<file path="src/verilog/fpio_pkg.sv">
// Constants, register offsets and reset values of the four-port parallel I/O.
// Assumes a CPU timing generator that marks the S1 and S2 states of a cycle.
//
// Functional notes
// [RQ1] Output values stay in latches; inputs are seen only when sampled.
// [RQ2] Port reads sample pin levels in state S1 of the read cycle.
// [RQ3] Port writes change the outputs in state S2 of the write cycle.
// [RQ4] Reset sets port 0 latch to all ones, drive type to zero.
// [RQ5] Port 0 drive type bit picks open-drain or push-pull per pin.
// [RQ6] Port 0 latch reads return latch; pin-level register returns pins.
// [RQ7] Port 1 direction zero means input; direction and latch reset zero.
// [RQ8] Software sets port 1 latch to one before making function outputs.
// [RQ9] Port 1 bit 1 edges still flag its interrupt while driven out.
// [RQ10] Port 1 bit 0 is I/O or interrupt by pin select; input after reset.
// [RQ11] Port 2 latch resets to ones; ones needed for input use.
// [RQ12] Port 2 pin-level register; bits 7 to 3 undefined on reads.
// [RQ13] Port 2 bit 0 floats in stop mode regardless of drive enable.
// [RQ14] Port 2 bit 0 falling edge flags interrupt even when driven.
// [RQ15] Port 3 direction and latch reset zero; all pins digital inputs.
// [RQ16] Analog disable zero turns selected port 3 pins to analog inputs.
// [RQ17] Port 3 direction one drives the matching latch bit out.
// [RQ18] Analog pins read latch value; other port 3 pins read pin level. Output-mode pins read the latch instead.
// [RQ19] Writes never drive latch data onto analog-selected port 3 pins.
// [RQ20] Input-mode pins read pin level, so bit writes may overwrite latches.
// [RQ21] Software avoids read-modify-write on write-only regs and latches.
// [RQ22] Software never touches reserved or inaccessible addresses.
// [RQ23] Pin select one gives interrupt use; the pin must stay input.

package fpio_pkg;

  // ----------------------------------------------------------------
  // Widths
  // ----------------------------------------------------------------
  localparam int ADDR_W = 6;
  localparam int DATA_W = 8;
  localparam int P0_W = 8;
  localparam int P1_W = 5;
  localparam int P2_W = 3;
  localparam int P3_W = 8;
  localparam int CHSEL_W = 3;
  localparam int PIN_W = P0_W + P1_W + P2_W + P3_W;

  // Bit positions of the pin groups inside the sampled pin vector
  localparam int P0_LSB = 0;
  localparam int P1_LSB = P0_LSB + P0_W;
  localparam int P2_LSB = P1_LSB + P1_W;
  localparam int P3_LSB = P2_LSB + P2_W;

  // Pins with shared interrupt edge detection
  localparam int P1_IRQ0_BIT = 0;
  localparam int P1_IRQ1_BIT = 1;
  localparam int P2_IRQ_BIT = 0;

  // Synchroniser depth; edge history is trusted one edge after it fills
  localparam int SYNC_STAGES = 2;
  localparam int WARM_CYC = SYNC_STAGES + 1;
  localparam int WARM_W = 2;

  // ----------------------------------------------------------------
  // Register offsets
  // ----------------------------------------------------------------
  typedef logic [ADDR_W-1:0] fpio_addr_t;
  localparam fpio_addr_t OFS_P0_LATCH = 6'h00;
  localparam fpio_addr_t OFS_P1_LATCH = 6'h01;
  localparam fpio_addr_t OFS_P2_LATCH = 6'h02;
  localparam fpio_addr_t OFS_P3_LATCH = 6'h03;
  localparam fpio_addr_t OFS_P1_DIR = 6'h09;
  localparam fpio_addr_t OFS_P3_DIR = 6'h0a;
  localparam fpio_addr_t OFS_P0_DRIVE = 6'h0b;
  localparam fpio_addr_t OFS_P0_PINS = 6'h0c;
  localparam fpio_addr_t OFS_P2_PINS = 6'h0d;

  // ----------------------------------------------------------------
  // Reset values
  // ----------------------------------------------------------------
  localparam logic [P0_W-1:0] RST_P0_LATCH = 8'hff;
  localparam logic [P0_W-1:0] RST_P0_DRIVE = 8'h00;
  localparam logic [P1_W-1:0] RST_P1_LATCH = 5'h00;
  localparam logic [P1_W-1:0] RST_P1_DIR = 5'h00;
  localparam logic [P2_W-1:0] RST_P2_LATCH = 3'h7;
  localparam logic [P3_W-1:0] RST_P3_LATCH = 8'h00;
  localparam logic [P3_W-1:0] RST_P3_DIR = 8'h00;
  localparam logic [DATA_W-1:0] RD_IDLE = 8'h00;

endpackage : fpio_pkg

</file>
<file path="src/verilog/fpio_sync_if.sv">
// Carrier between the port core and its pin synchroniser.
// Assumes both ends run on the same system clock.
`timescale 1ns/10ps

interface fpio_sync_if #(
  parameter int W = 24
);
  logic [W-1:0] raw;
  logic [W-1:0] level;
  logic [W-1:0] level_prev;

  // Synchroniser end
  modport sync (
    input raw,
    output level,
    output level_prev
  );

  // Port core end
  modport core (
    output raw,
    input level,
    input level_prev
  );
endinterface : fpio_sync_if

</file>
<file path="src/verilog/fpio_pin_sync.sv">
// Pin synchroniser with a one-cycle history for edge detection.
// Assumes raw pin levels are asynchronous to clk_sys.
`timescale 1ns/10ps

module fpio_pin_sync #(
  parameter int W = 24,
  parameter int STAGES = 2
) (
  input wire logic clk_sys,
  input wire logic rst_n,
  fpio_sync_if.sync s
);

  // ----------------------------------------------------------------
  // Elaboration check
  // ----------------------------------------------------------------
  if (STAGES < 2) begin : g_bad_stages
    $error("fpio_pin_sync needs at least two stages");
  end

  logic [W-1:0] chain_r [STAGES];
  logic [W-1:0] prev_r;

  // Metastability chain; only the next stage reads stage 0
  always_ff @(posedge clk_sys or negedge rst_n) begin
    if (!rst_n) begin
      for (int i = 0; i < STAGES; i++) begin
        chain_r[i] <= '0;
      end
    end else begin
      chain_r[0] <= s.raw;
      for (int i = 1; i < STAGES; i++) begin
        chain_r[i] <= chain_r[i-1];
      end
    end
  end

  // History for edge detectors
  always_ff @(posedge clk_sys or negedge rst_n) begin
    if (!rst_n) begin
      prev_r <= '0;
    end else begin
      prev_r <= chain_r[STAGES-1];
    end
  end

  assign s.level = chain_r[STAGES-1];
  assign s.level_prev = prev_r;

endmodule : fpio_pin_sync

</file>
<file path="src/verilog/fpio_ports.sv">
// Four parallel ports: latches, direction and drive control, pin reads.
// Assumes the CPU raises st_s1 and st_s2 for one clk_sys each per
// instruction cycle and holds address and strobes across the cycle.
`timescale 1ns/10ps

module fpio_ports (
  input wire logic clk_sys,
  input wire logic rst_n,
  input wire logic st_s1,
  input wire logic st_s2,
  input wire logic [fpio_pkg::ADDR_W-1:0] sfr_addr,
  input wire logic sfr_rd,
  input wire logic sfr_wr,
  input wire logic [fpio_pkg::DATA_W-1:0] sfr_wdata,
  output logic [fpio_pkg::DATA_W-1:0] sfr_rdata,
  output logic sfr_hit,
  input wire logic ext_irq_zero_pin_select,
  input wire logic analog_input_disable,
  input wire logic [fpio_pkg::CHSEL_W-1:0] analog_channel_select,
  input wire logic stop_mode,
  input wire logic [fpio_pkg::P0_W-1:0] p0_in,
  output logic [fpio_pkg::P0_W-1:0] p0_out,
  output logic [fpio_pkg::P0_W-1:0] p0_oe,
  input wire logic [fpio_pkg::P1_W-1:0] p1_in,
  output logic [fpio_pkg::P1_W-1:0] p1_out,
  output logic [fpio_pkg::P1_W-1:0] p1_oe,
  input wire logic [fpio_pkg::P2_W-1:0] p2_in,
  output logic [fpio_pkg::P2_W-1:0] p2_out,
  output logic [fpio_pkg::P2_W-1:0] p2_oe,
  input wire logic [fpio_pkg::P3_W-1:0] p3_in,
  output logic [fpio_pkg::P3_W-1:0] p3_out,
  output logic [fpio_pkg::P3_W-1:0] p3_oe,
  output logic [fpio_pkg::P3_W-1:0] p3_analog_sel,
  output logic irq0_fall,
  output logic irq1_edge,
  output logic irq2_fall
);
  import fpio_pkg::*;

  // ----------------------------------------------------------------
  // Elaboration checks
  // ----------------------------------------------------------------
  // Channel index must cover port 3 exactly; counter must reach warm-up
  if ((1 << CHSEL_W) != P3_W || WARM_CYC >= (1 << WARM_W)) begin : g_bad_cfg
    $error("fpio_ports: channel select or warm-up width does not fit");
  end

  // ----------------------------------------------------------------
  // Storage
  // ----------------------------------------------------------------
  logic [P0_W-1:0] port0_output_latch_r;
  logic [P0_W-1:0] port0_drive_type_r;
  logic [P1_W-1:0] port1_output_latch_r;
  logic [P1_W-1:0] port1_direction_r;
  logic [P2_W-1:0] port2_output_latch_r;
  logic [P3_W-1:0] port3_output_latch_r;
  logic [P3_W-1:0] port3_direction_r;
  logic [DATA_W-1:0] rdata_r;
  logic hit_r;
  logic irq0_r;
  logic irq1_r;
  logic irq2_r;

  logic [P0_W-1:0] p0_lvl;
  logic [P1_W-1:0] p1_lvl;
  logic [P2_W-1:0] p2_lvl;
  logic [P3_W-1:0] p3_lvl;
  logic [P1_W-1:0] p1_prev;
  logic [P2_W-1:0] p2_prev;
  logic [P3_W-1:0] analog_mask;
  logic [P1_W-1:0] p1_dir_eff;
  logic [DATA_W-1:0] rdata_nxt;
  logic hit_nxt;
  logic wr_s2;
  logic rd_s1;
  logic [WARM_W-1:0] warm_r;
  logic hist_ok;

  // ----------------------------------------------------------------
  // Pin synchronisers
  // ----------------------------------------------------------------
  fpio_sync_if #(.W(PIN_W)) pins_if ();

  assign pins_if.raw = {p3_in, p2_in, p1_in, p0_in};

  fpio_pin_sync #(
    .W(PIN_W),
    .STAGES(SYNC_STAGES)
  ) u_sync (
    .clk_sys(clk_sys),
    .rst_n(rst_n),
    .s(pins_if)
  );

  // Split the synchronised vector back into ports
  assign p0_lvl = pins_if.level[P0_LSB +: P0_W];
  assign p1_lvl = pins_if.level[P1_LSB +: P1_W];
  assign p2_lvl = pins_if.level[P2_LSB +: P2_W];
  assign p3_lvl = pins_if.level[P3_LSB +: P3_W];
  assign p1_prev = pins_if.level_prev[P1_LSB +: P1_W];
  assign p2_prev = pins_if.level_prev[P2_LSB +: P2_W];

  // ----------------------------------------------------------------
  // Cycle qualifiers
  // ----------------------------------------------------------------
  // Writes land in S2, reads sample in S1
  assign wr_s2 = sfr_wr && st_s2; // [RQ3]
  assign rd_s1 = sfr_rd && st_s1; // [RQ2]

  // ----------------------------------------------------------------
  // Port 0 latch and drive type
  // ----------------------------------------------------------------
  // Latch holds output data between writes
  always_ff @(posedge clk_sys or negedge rst_n) begin
    if (!rst_n) begin
      port0_output_latch_r <= RST_P0_LATCH; // [RQ4]
    end else if (wr_s2 && sfr_addr == OFS_P0_LATCH) begin
      port0_output_latch_r <= sfr_wdata; // [RQ1]
    end
  end

  // Drive type: zero open-drain, one push-pull
  always_ff @(posedge clk_sys or negedge rst_n) begin
    if (!rst_n) begin
      port0_drive_type_r <= RST_P0_DRIVE; // [RQ4]
    end else if (wr_s2 && sfr_addr == OFS_P0_DRIVE) begin
      port0_drive_type_r <= sfr_wdata;
    end
  end

  // ----------------------------------------------------------------
  // Port 1 latch and direction
  // ----------------------------------------------------------------
  always_ff @(posedge clk_sys or negedge rst_n) begin
    if (!rst_n) begin
      port1_output_latch_r <= RST_P1_LATCH; // [RQ7]
    end else if (wr_s2 && sfr_addr == OFS_P1_LATCH) begin
      port1_output_latch_r <= sfr_wdata[P1_W-1:0]; // [RQ1]
    end
  end

  always_ff @(posedge clk_sys or negedge rst_n) begin
    if (!rst_n) begin
      port1_direction_r <= RST_P1_DIR; // [RQ7]
    end else if (wr_s2 && sfr_addr == OFS_P1_DIR) begin
      port1_direction_r <= sfr_wdata[P1_W-1:0];
    end
  end

  // ----------------------------------------------------------------
  // Port 2 latch
  // ----------------------------------------------------------------
  always_ff @(posedge clk_sys or negedge rst_n) begin
    if (!rst_n) begin
      port2_output_latch_r <= RST_P2_LATCH; // [RQ11]
    end else if (wr_s2 && sfr_addr == OFS_P2_LATCH) begin
      port2_output_latch_r <= sfr_wdata[P2_W-1:0]; // [RQ1]
    end
  end

  // ----------------------------------------------------------------
  // Port 3 latch and direction
  // ----------------------------------------------------------------
  // Latch still takes writes on analog pins; only the drive is held off
  always_ff @(posedge clk_sys or negedge rst_n) begin
    if (!rst_n) begin
      port3_output_latch_r <= RST_P3_LATCH; // [RQ15]
    end else if (wr_s2 && sfr_addr == OFS_P3_LATCH) begin
      port3_output_latch_r <= sfr_wdata; // [RQ1]
    end
  end

  always_ff @(posedge clk_sys or negedge rst_n) begin
    if (!rst_n) begin
      port3_direction_r <= RST_P3_DIR; // [RQ15]
    end else if (wr_s2 && sfr_addr == OFS_P3_DIR) begin
      port3_direction_r <= sfr_wdata;
    end
  end

  // ----------------------------------------------------------------
  // Pin drive
  // ----------------------------------------------------------------
  // Open-drain pulls low only; push-pull drives both levels
  assign p0_out = port0_output_latch_r;
  assign p0_oe = port0_drive_type_r | ~port0_output_latch_r; // [RQ5]

  // Interrupt use of bit 0 forces it to input
  always_comb begin
    p1_dir_eff = port1_direction_r; // [RQ7]
    if (ext_irq_zero_pin_select) begin
      p1_dir_eff[P1_IRQ0_BIT] = 1'b0; // [RQ10] [RQ23]
    end
  end
  assign p1_out = port1_output_latch_r;
  assign p1_oe = p1_dir_eff;

  // Port 2 is open-drain; latch one releases the pin
  always_comb begin
    p2_oe = ~port2_output_latch_r; // [RQ11]
    if (stop_mode) begin
      p2_oe[P2_IRQ_BIT] = 1'b0; // [RQ13]
    end
  end
  assign p2_out = port2_output_latch_r;

  // Analog channel decode; one pin per selected channel
  always_comb begin
    analog_mask = '0;
    if (!analog_input_disable) begin
      analog_mask[analog_channel_select] = 1'b1; // [RQ16]
    end
  end
  assign p3_analog_sel = analog_mask;
  assign p3_out = port3_output_latch_r;
  assign p3_oe = port3_direction_r & ~analog_mask; // [RQ17] [RQ19]

  // ----------------------------------------------------------------
  // Read path
  // ----------------------------------------------------------------
  // Input-mode pins give the pin level; output-mode and port 3 analog pins give the latch
  always_comb begin
    rdata_nxt = RD_IDLE;
    hit_nxt = 1'b1;
    case (sfr_addr)
      OFS_P0_LATCH: begin
        rdata_nxt = port0_output_latch_r; // [RQ6]
      end
      OFS_P0_PINS: begin
        rdata_nxt = p0_lvl; // [RQ6]
      end
      OFS_P0_DRIVE: begin
        rdata_nxt = port0_drive_type_r;
      end
      OFS_P1_LATCH: begin
        rdata_nxt[P1_W-1:0] = (p1_dir_eff & port1_output_latch_r) |
                              (~p1_dir_eff & p1_lvl); // [RQ20]
      end
      OFS_P1_DIR: begin
        rdata_nxt[P1_W-1:0] = port1_direction_r;
      end
      OFS_P2_LATCH: begin
        rdata_nxt[P2_W-1:0] = port2_output_latch_r; // [RQ12]
      end
      OFS_P2_PINS: begin
        rdata_nxt[P2_W-1:0] = p2_lvl; // [RQ12]
      end
      OFS_P3_LATCH: begin
        rdata_nxt = (analog_mask & port3_output_latch_r) |
                    (~analog_mask & port3_direction_r &
                     port3_output_latch_r) |
                    (~analog_mask & ~port3_direction_r &
                     p3_lvl); // [RQ18] [RQ20]
      end
      OFS_P3_DIR: begin
        rdata_nxt = port3_direction_r;
      end
      default: begin
        hit_nxt = 1'b0;
      end
    endcase
  end

  // Sample once in S1; holds until the next read, no pin latch exists
  always_ff @(posedge clk_sys or negedge rst_n) begin
    if (!rst_n) begin
      rdata_r <= RD_IDLE;
      hit_r <= 1'b0;
    end else if (rd_s1) begin
      rdata_r <= rdata_nxt; // [RQ2] [RQ1]
      hit_r <= hit_nxt;
    end
  end

  assign sfr_rdata = rdata_r;
  assign sfr_hit = hit_r;

  // ----------------------------------------------------------------
  // Edge history warm-up
  // ----------------------------------------------------------------
  // History resets low; a pin high at release would fake an edge, so
  // edge flags wait until the chain and history hold real pin levels
  always_ff @(posedge clk_sys or negedge rst_n) begin
    if (!rst_n) begin
      warm_r <= '0;
    end else if (!hist_ok) begin
      warm_r <= warm_r + WARM_W'(1);
    end
  end
  assign hist_ok = (warm_r == WARM_W'(WARM_CYC));

  // ----------------------------------------------------------------
  // Shared interrupt edges
  // ----------------------------------------------------------------
  // Edges are seen on the pin itself, so own drive also triggers them
  always_ff @(posedge clk_sys or negedge rst_n) begin
    if (!rst_n) begin
      irq0_r <= 1'b0;
      irq1_r <= 1'b0;
      irq2_r <= 1'b0;
    end else begin
      irq0_r <= hist_ok && ext_irq_zero_pin_select &&
                p1_prev[P1_IRQ0_BIT] && !p1_lvl[P1_IRQ0_BIT]; // [RQ10]
      irq1_r <= hist_ok &&
                (p1_prev[P1_IRQ1_BIT] ^ p1_lvl[P1_IRQ1_BIT]); // [RQ9]
      irq2_r <= hist_ok &&
                p2_prev[P2_IRQ_BIT] && !p2_lvl[P2_IRQ_BIT]; // [RQ14]
    end
  end

  assign irq0_fall = irq0_r;
  assign irq1_edge = irq1_r;
  assign irq2_fall = irq2_r;

endmodule : fpio_ports

</file>
<file path="config.mk">
export PLATFORM = sky130hd
export DESIGN_NAME = fpio_ports
export DESIGN_NICKNAME = d
export VERILOG_FILES = /design/src/verilog/fpio_pkg.sv /design/src/verilog/fpio_sync_if.sv /design/src/verilog/fpio_pin_sync.sv /design/src/verilog/fpio_ports.sv
export SDC_FILE = /design/constraint.sdc
export NUM_CORES = 1
export LEC_CHECK = 0
export ABC_AREA = 1
export BUFFER_PORTS_ARGS = -buffer_cell sky130_fd_sc_hd__buf_4
export CAP_MARGIN = 20
export CORE_MARGIN = 3
export CORE_UTILIZATION = 45
export DETAILED_ROUTE_END_ITERATION = 7
export PLACE_DENSITY = 0.69
export SETUP_SLACK_MARGIN = 0.3
export SLEW_MARGIN = 30
export SYNTH_ARGS = -nofsm -noshare
export SYNTH_HDL_FRONTEND = slang
export SYNTH_SLANG_ARGS = --single-unit
</file>
<file path="constraint.sdc">
create_clock -name clk_sys -period 1.64 [get_ports clk_sys]
set_clock_uncertainty 0.15 [all_clocks]
set_input_delay 0 -clock clk_sys [delete_from_list [all_inputs] [get_ports clk_sys]]
set_output_delay 0 -clock clk_sys [all_outputs]
set_load 0.03 [all_outputs]
</file>
==> results.yml <==
route:
  ant_nets: 0
  avgRoutedWirePerCell_um: 15.0
  drt-total-wl_um: 12400
  drt_pass1_iterations: 5
  viasPerCell: 4.86
  drc: 0
  vias: 4023
  drt_first_iter_violations: 226
finish:
  area_delta_synth_final_pct: 38.2
  fill_cells: 828
  layout_common_cells: "145 x nand2_1, 131 x buf_4, 98 x dfrtp_1"
  n_antenna_cell: 0
  nets: 741
  drive_gt1_share_pct: 33.8
  post-route-cell-area_um2: 6530
  final_common_cell: "nand2_1"
sta:
  slew_headroom_pct: 62.8
  hold_viol: 0
  tightestPinTransition_ns: 0.557
  rsz0062_at_grt: "true"
  min_period_over_period_pct: 81.2
  tns_ns: 0
  fin_crit_ns: 1.33
  setup_viol: 0
  fmax_ghz: 0.751
  drv_slew: 0
place:
  hpwl_um: 8870
  place_congestion: 0.868
  port_buffers: 117
  placed_area_um2: 5750
logic_synthesis:
  synthSimpleGateAreaFrac_pct: 25.6
  synth-compound-area-share_pct: 8.26
  netlist_area_um2: 4730
  seq_area_frac_synth_pct: 58.5
  synth_top_family_by_area: "simple AND/OR/NAND/NOR gates"
  synth_xor_area_share_pct: 0.185
  syn_avg_cell_area_um2: 9.27
  synth_nets: 561
  synth_mux_area_share_pct: 0.238
  netlist_instances: 510
  ys_ff_latch: 110
  yosysWarnings: 0
  synth-adder-area-share_pct: 0.265
  synth.distinct_cells: 28
clocking:
  cts_made_buffers: 9
  cts_root_buf: "clkbuf_8"
  clkLatencyLatePin_ns: 0.38
  path_clk_slew_ns: 0.10
  ctsHtreeMaxLevel: 3
  clockBufferDepth: 2
  cts_tree: "done"
  clock_sinks: 110
die:
  io_pins: 118
  start_util_pct: 47.3
  row_count: 36
  die-area_um2: 11800
  die_width_um: 108
  die_y_um: 108
  placeableCoreArea_um2: 10000
power:
  p_seq_share_pct: 53.3
  powerDensity_nw_per_um2: 864
  pwr-share-clk_pct: 27.7
  power_switching_share_pct: 29.8
  p_switching_w: 0.00168
  power_leakage_nw: 3.36
  comb_power_share_pct: 18.9
  p_int_w: 0.00396
  peakVddDrop_mv: 0.417
critical_path:
  cp_max_fo: 4
  crit_type: "flop to flop"
  slowest_delay_ns: 0.60
  timing.critical_path.mode_cell: "nand2_1"
  cp.arrival_ns: 1.50
  reg2regPathDepth: 7
  cp_cell_sequence: "buf_6 > nand2_2 > nand2_1 > nor2_1 > nand2_1 > nand2_1 > nand2_1"
  path_buf_inv: 1
  cp-end-kind: "flop"
  critical-path-slowest-cell: "dfstp_2"
  crit_required_ns: 1.81
  crit_family: "flip-flops"
  r2r-end: "sfr_rdata[5]$_DFFE_PN0P_"
  r2r_slack_ns: 0.31
  crit_path_start_kind: "flop"
  r2r_start: "p0_out[5]$_DFFE_PN1P_"
min_path:
  hold_depth: 5
  min_from: "st_s2"
  hp-class: "primary input to flop"
  min_to: "p3_out[3]$_DFFE_PN0P_"
global_routing:
  grt.overflow.total: 0
  grt_pass1_vias: 3885
  antenna_found_initial: 0
  grt_usage_pct: 21.7
  grt_max_degree: 111
  grt_pass1_wl_um: 19500
status:
  status: "completed"
flow_run:
  maxCapViolCount: 0
## timing repair
item / in CTS / in global routing
setup endpoints to repair: 7 / 20
hold endpoints to repair: 189 / 0
setup buffers: 7 / 10
pin swaps: 0 / 27
resized for setup: 4 / 30
hold buffers: 38 / 0
## how the worst max path moves through the flow
stage	slack, ns	cells past startpoint	to	from
detailed placement	0.24	10	sfr_rdata[7]$_DFFE_PN0P_	sfr_addr[5]
CTS	0.30	8	sfr_rdata[4]$_DFFE_PN0P_	port1_direction_r[4]$_DFFE_PN0P_
global route	0.24	7	sfr_rdata[5]$_DFFE_PN0P_	p0_out[5]$_DFFE_PN1P_
floorplan	0.35	7	sfr_rdata[3]$_DFFE_PN0P_	p1_out[3]$_DFFE_PN0P_
global placement	0.24	10	sfr_rdata[7]$_DFFE_PN0P_	sfr_addr[5]
finish	0.31	7	sfr_rdata[5]$_DFFE_PN0P_	p0_out[5]$_DFFE_PN1P_
## Yosys cell counts
cell type,n,share of area [%]
o211ai_1,2,0.32
nand2_4,4,0.95
dfrtp_1,99,52
ha_1,1,0.26
nor2_1,34,2.7
nor2_4,8,1.9
inv_2,4,0.32
inv_1,55,4.4
o21ai_0,33,3.5
nand2_2,8,1.1
nand2_1,155,12
dfstp_2,11,6.1
mux2_2,1,0.24
nand4_1,11,1.5
nor3_1,1,0.11
clkbuf_1,1,0.079
o21ai_2,20,3.7
xnor2_1,1,0.19
nand3b_1,5,0.79
and2_0,1,0.13
buf_4,6,0.95
clkinv_1,3,0.24
nand3_2,1,0.21
o21ai_1,7,0.74
nor2_8,1,0.42
nand3_1,31,3.3
nor2_2,2,0.26
buf_6,4,0.95
## cells by family (layout without fill, tap and decap cells)
family | count (synthesis) | after routing
flops | 110 | 110
simple gates | 262 | 262
xor+xnor | 1 | 1
buf+inv | 73 | 258
compound gates | 62 | 62
mux | 1 | 1
fa+ha+maj | 1 | 1
## through the flow
| step | hold WS [ns] | std cells | util, % | power, W | worst slack [ns] |
|---|---|---|---|---|---|
| 5_1_grt | 0.0438 | 828 | 65.3 | 0.00591 | 0.241 |
| 2_1_floorplan | -0.446 | 510 | - | 0.00354 | 0.351 |
| 3_3_place_gp | -0.0402 | 757 | 57.5 | 0.00397 | 0.244 |
| 4_1_cts | 0.00988 | 818 | 63.8 | 0.00564 | 0.299 |
| 6_report | 0.0166 | 828 | 65.3 | 0.00564 | 0.308 |
| 3_5_place_dp | -0.0397 | 757 | 57.5 | 0.00399 | 0.236 |
## metal layers
layer	global-route usage (%)	up-vias	part of all wire [%]	wire, um
li1	-	1970	-	-
met1	28.9	1895	43	5380
met2	35.9	131	49	6060
met3	3.22	27	5.2	649
met4	8.12	0	2.4	296
met5	0	-	0	0
## tightest hold or removal path, delay by kind of cell
family	cells	cell delay (ns)
buffers and inverters	2	0.18
and+or+nand+nor	2	0.18
AOI/OAI and AO/OA	1	0.13
## state kept, by name, indices dropped and copies added, names as in the netlist
name / flops
u_sync.s.level: 24
u_sync.chain_r: 24
p1_out: 5
port0_drive_type_r: 8
irq2_fall: 1
irq1_edge: 1
p0_out: 8
port3_direction_r: 8
port1_direction_r: 5
irq0_fall: 1
warm_r: 2
sfr_hit: 1
p3_out: 8
sfr_rdata: 8
p2_out: 3
u_sync.s.level_prev: 3
## power by group through the flow
stage / clock, W / sequential, W / combinational [W]
final: 0.00157 / 0.00301 / 0.00107
after global routing: 0.00173 / 0.00303 / 0.00115
after floorplan: 0 / 0.00315 / 0.000394
after global placement: 0 / 0.00306 / 0.000906
after CTS: 0.00161 / 0.00301 / 0.00103
after detailed placement: 0 / 0.00306 / 0.000921
## area by class of cell
| type | instances | area, um2 | share of cell area [%] |
|---|---|---|---|
| flip-flops and latches | 110 | 2770 | 42.4 |
| multi-input cells | 327 | 1680 | 25.8 |
| repair buffers | 180 | 1500 | 22.9 |
| inverters | 62 | 233 | 3.56 |
| well taps | 133 | 166 | 2.55 |
| clock buffers | 11 | 141 | 2.17 |
| clock inverters | 5 | 42.5 | 0.652 |
Note: power is estimated with default switching activity, not from simulation.
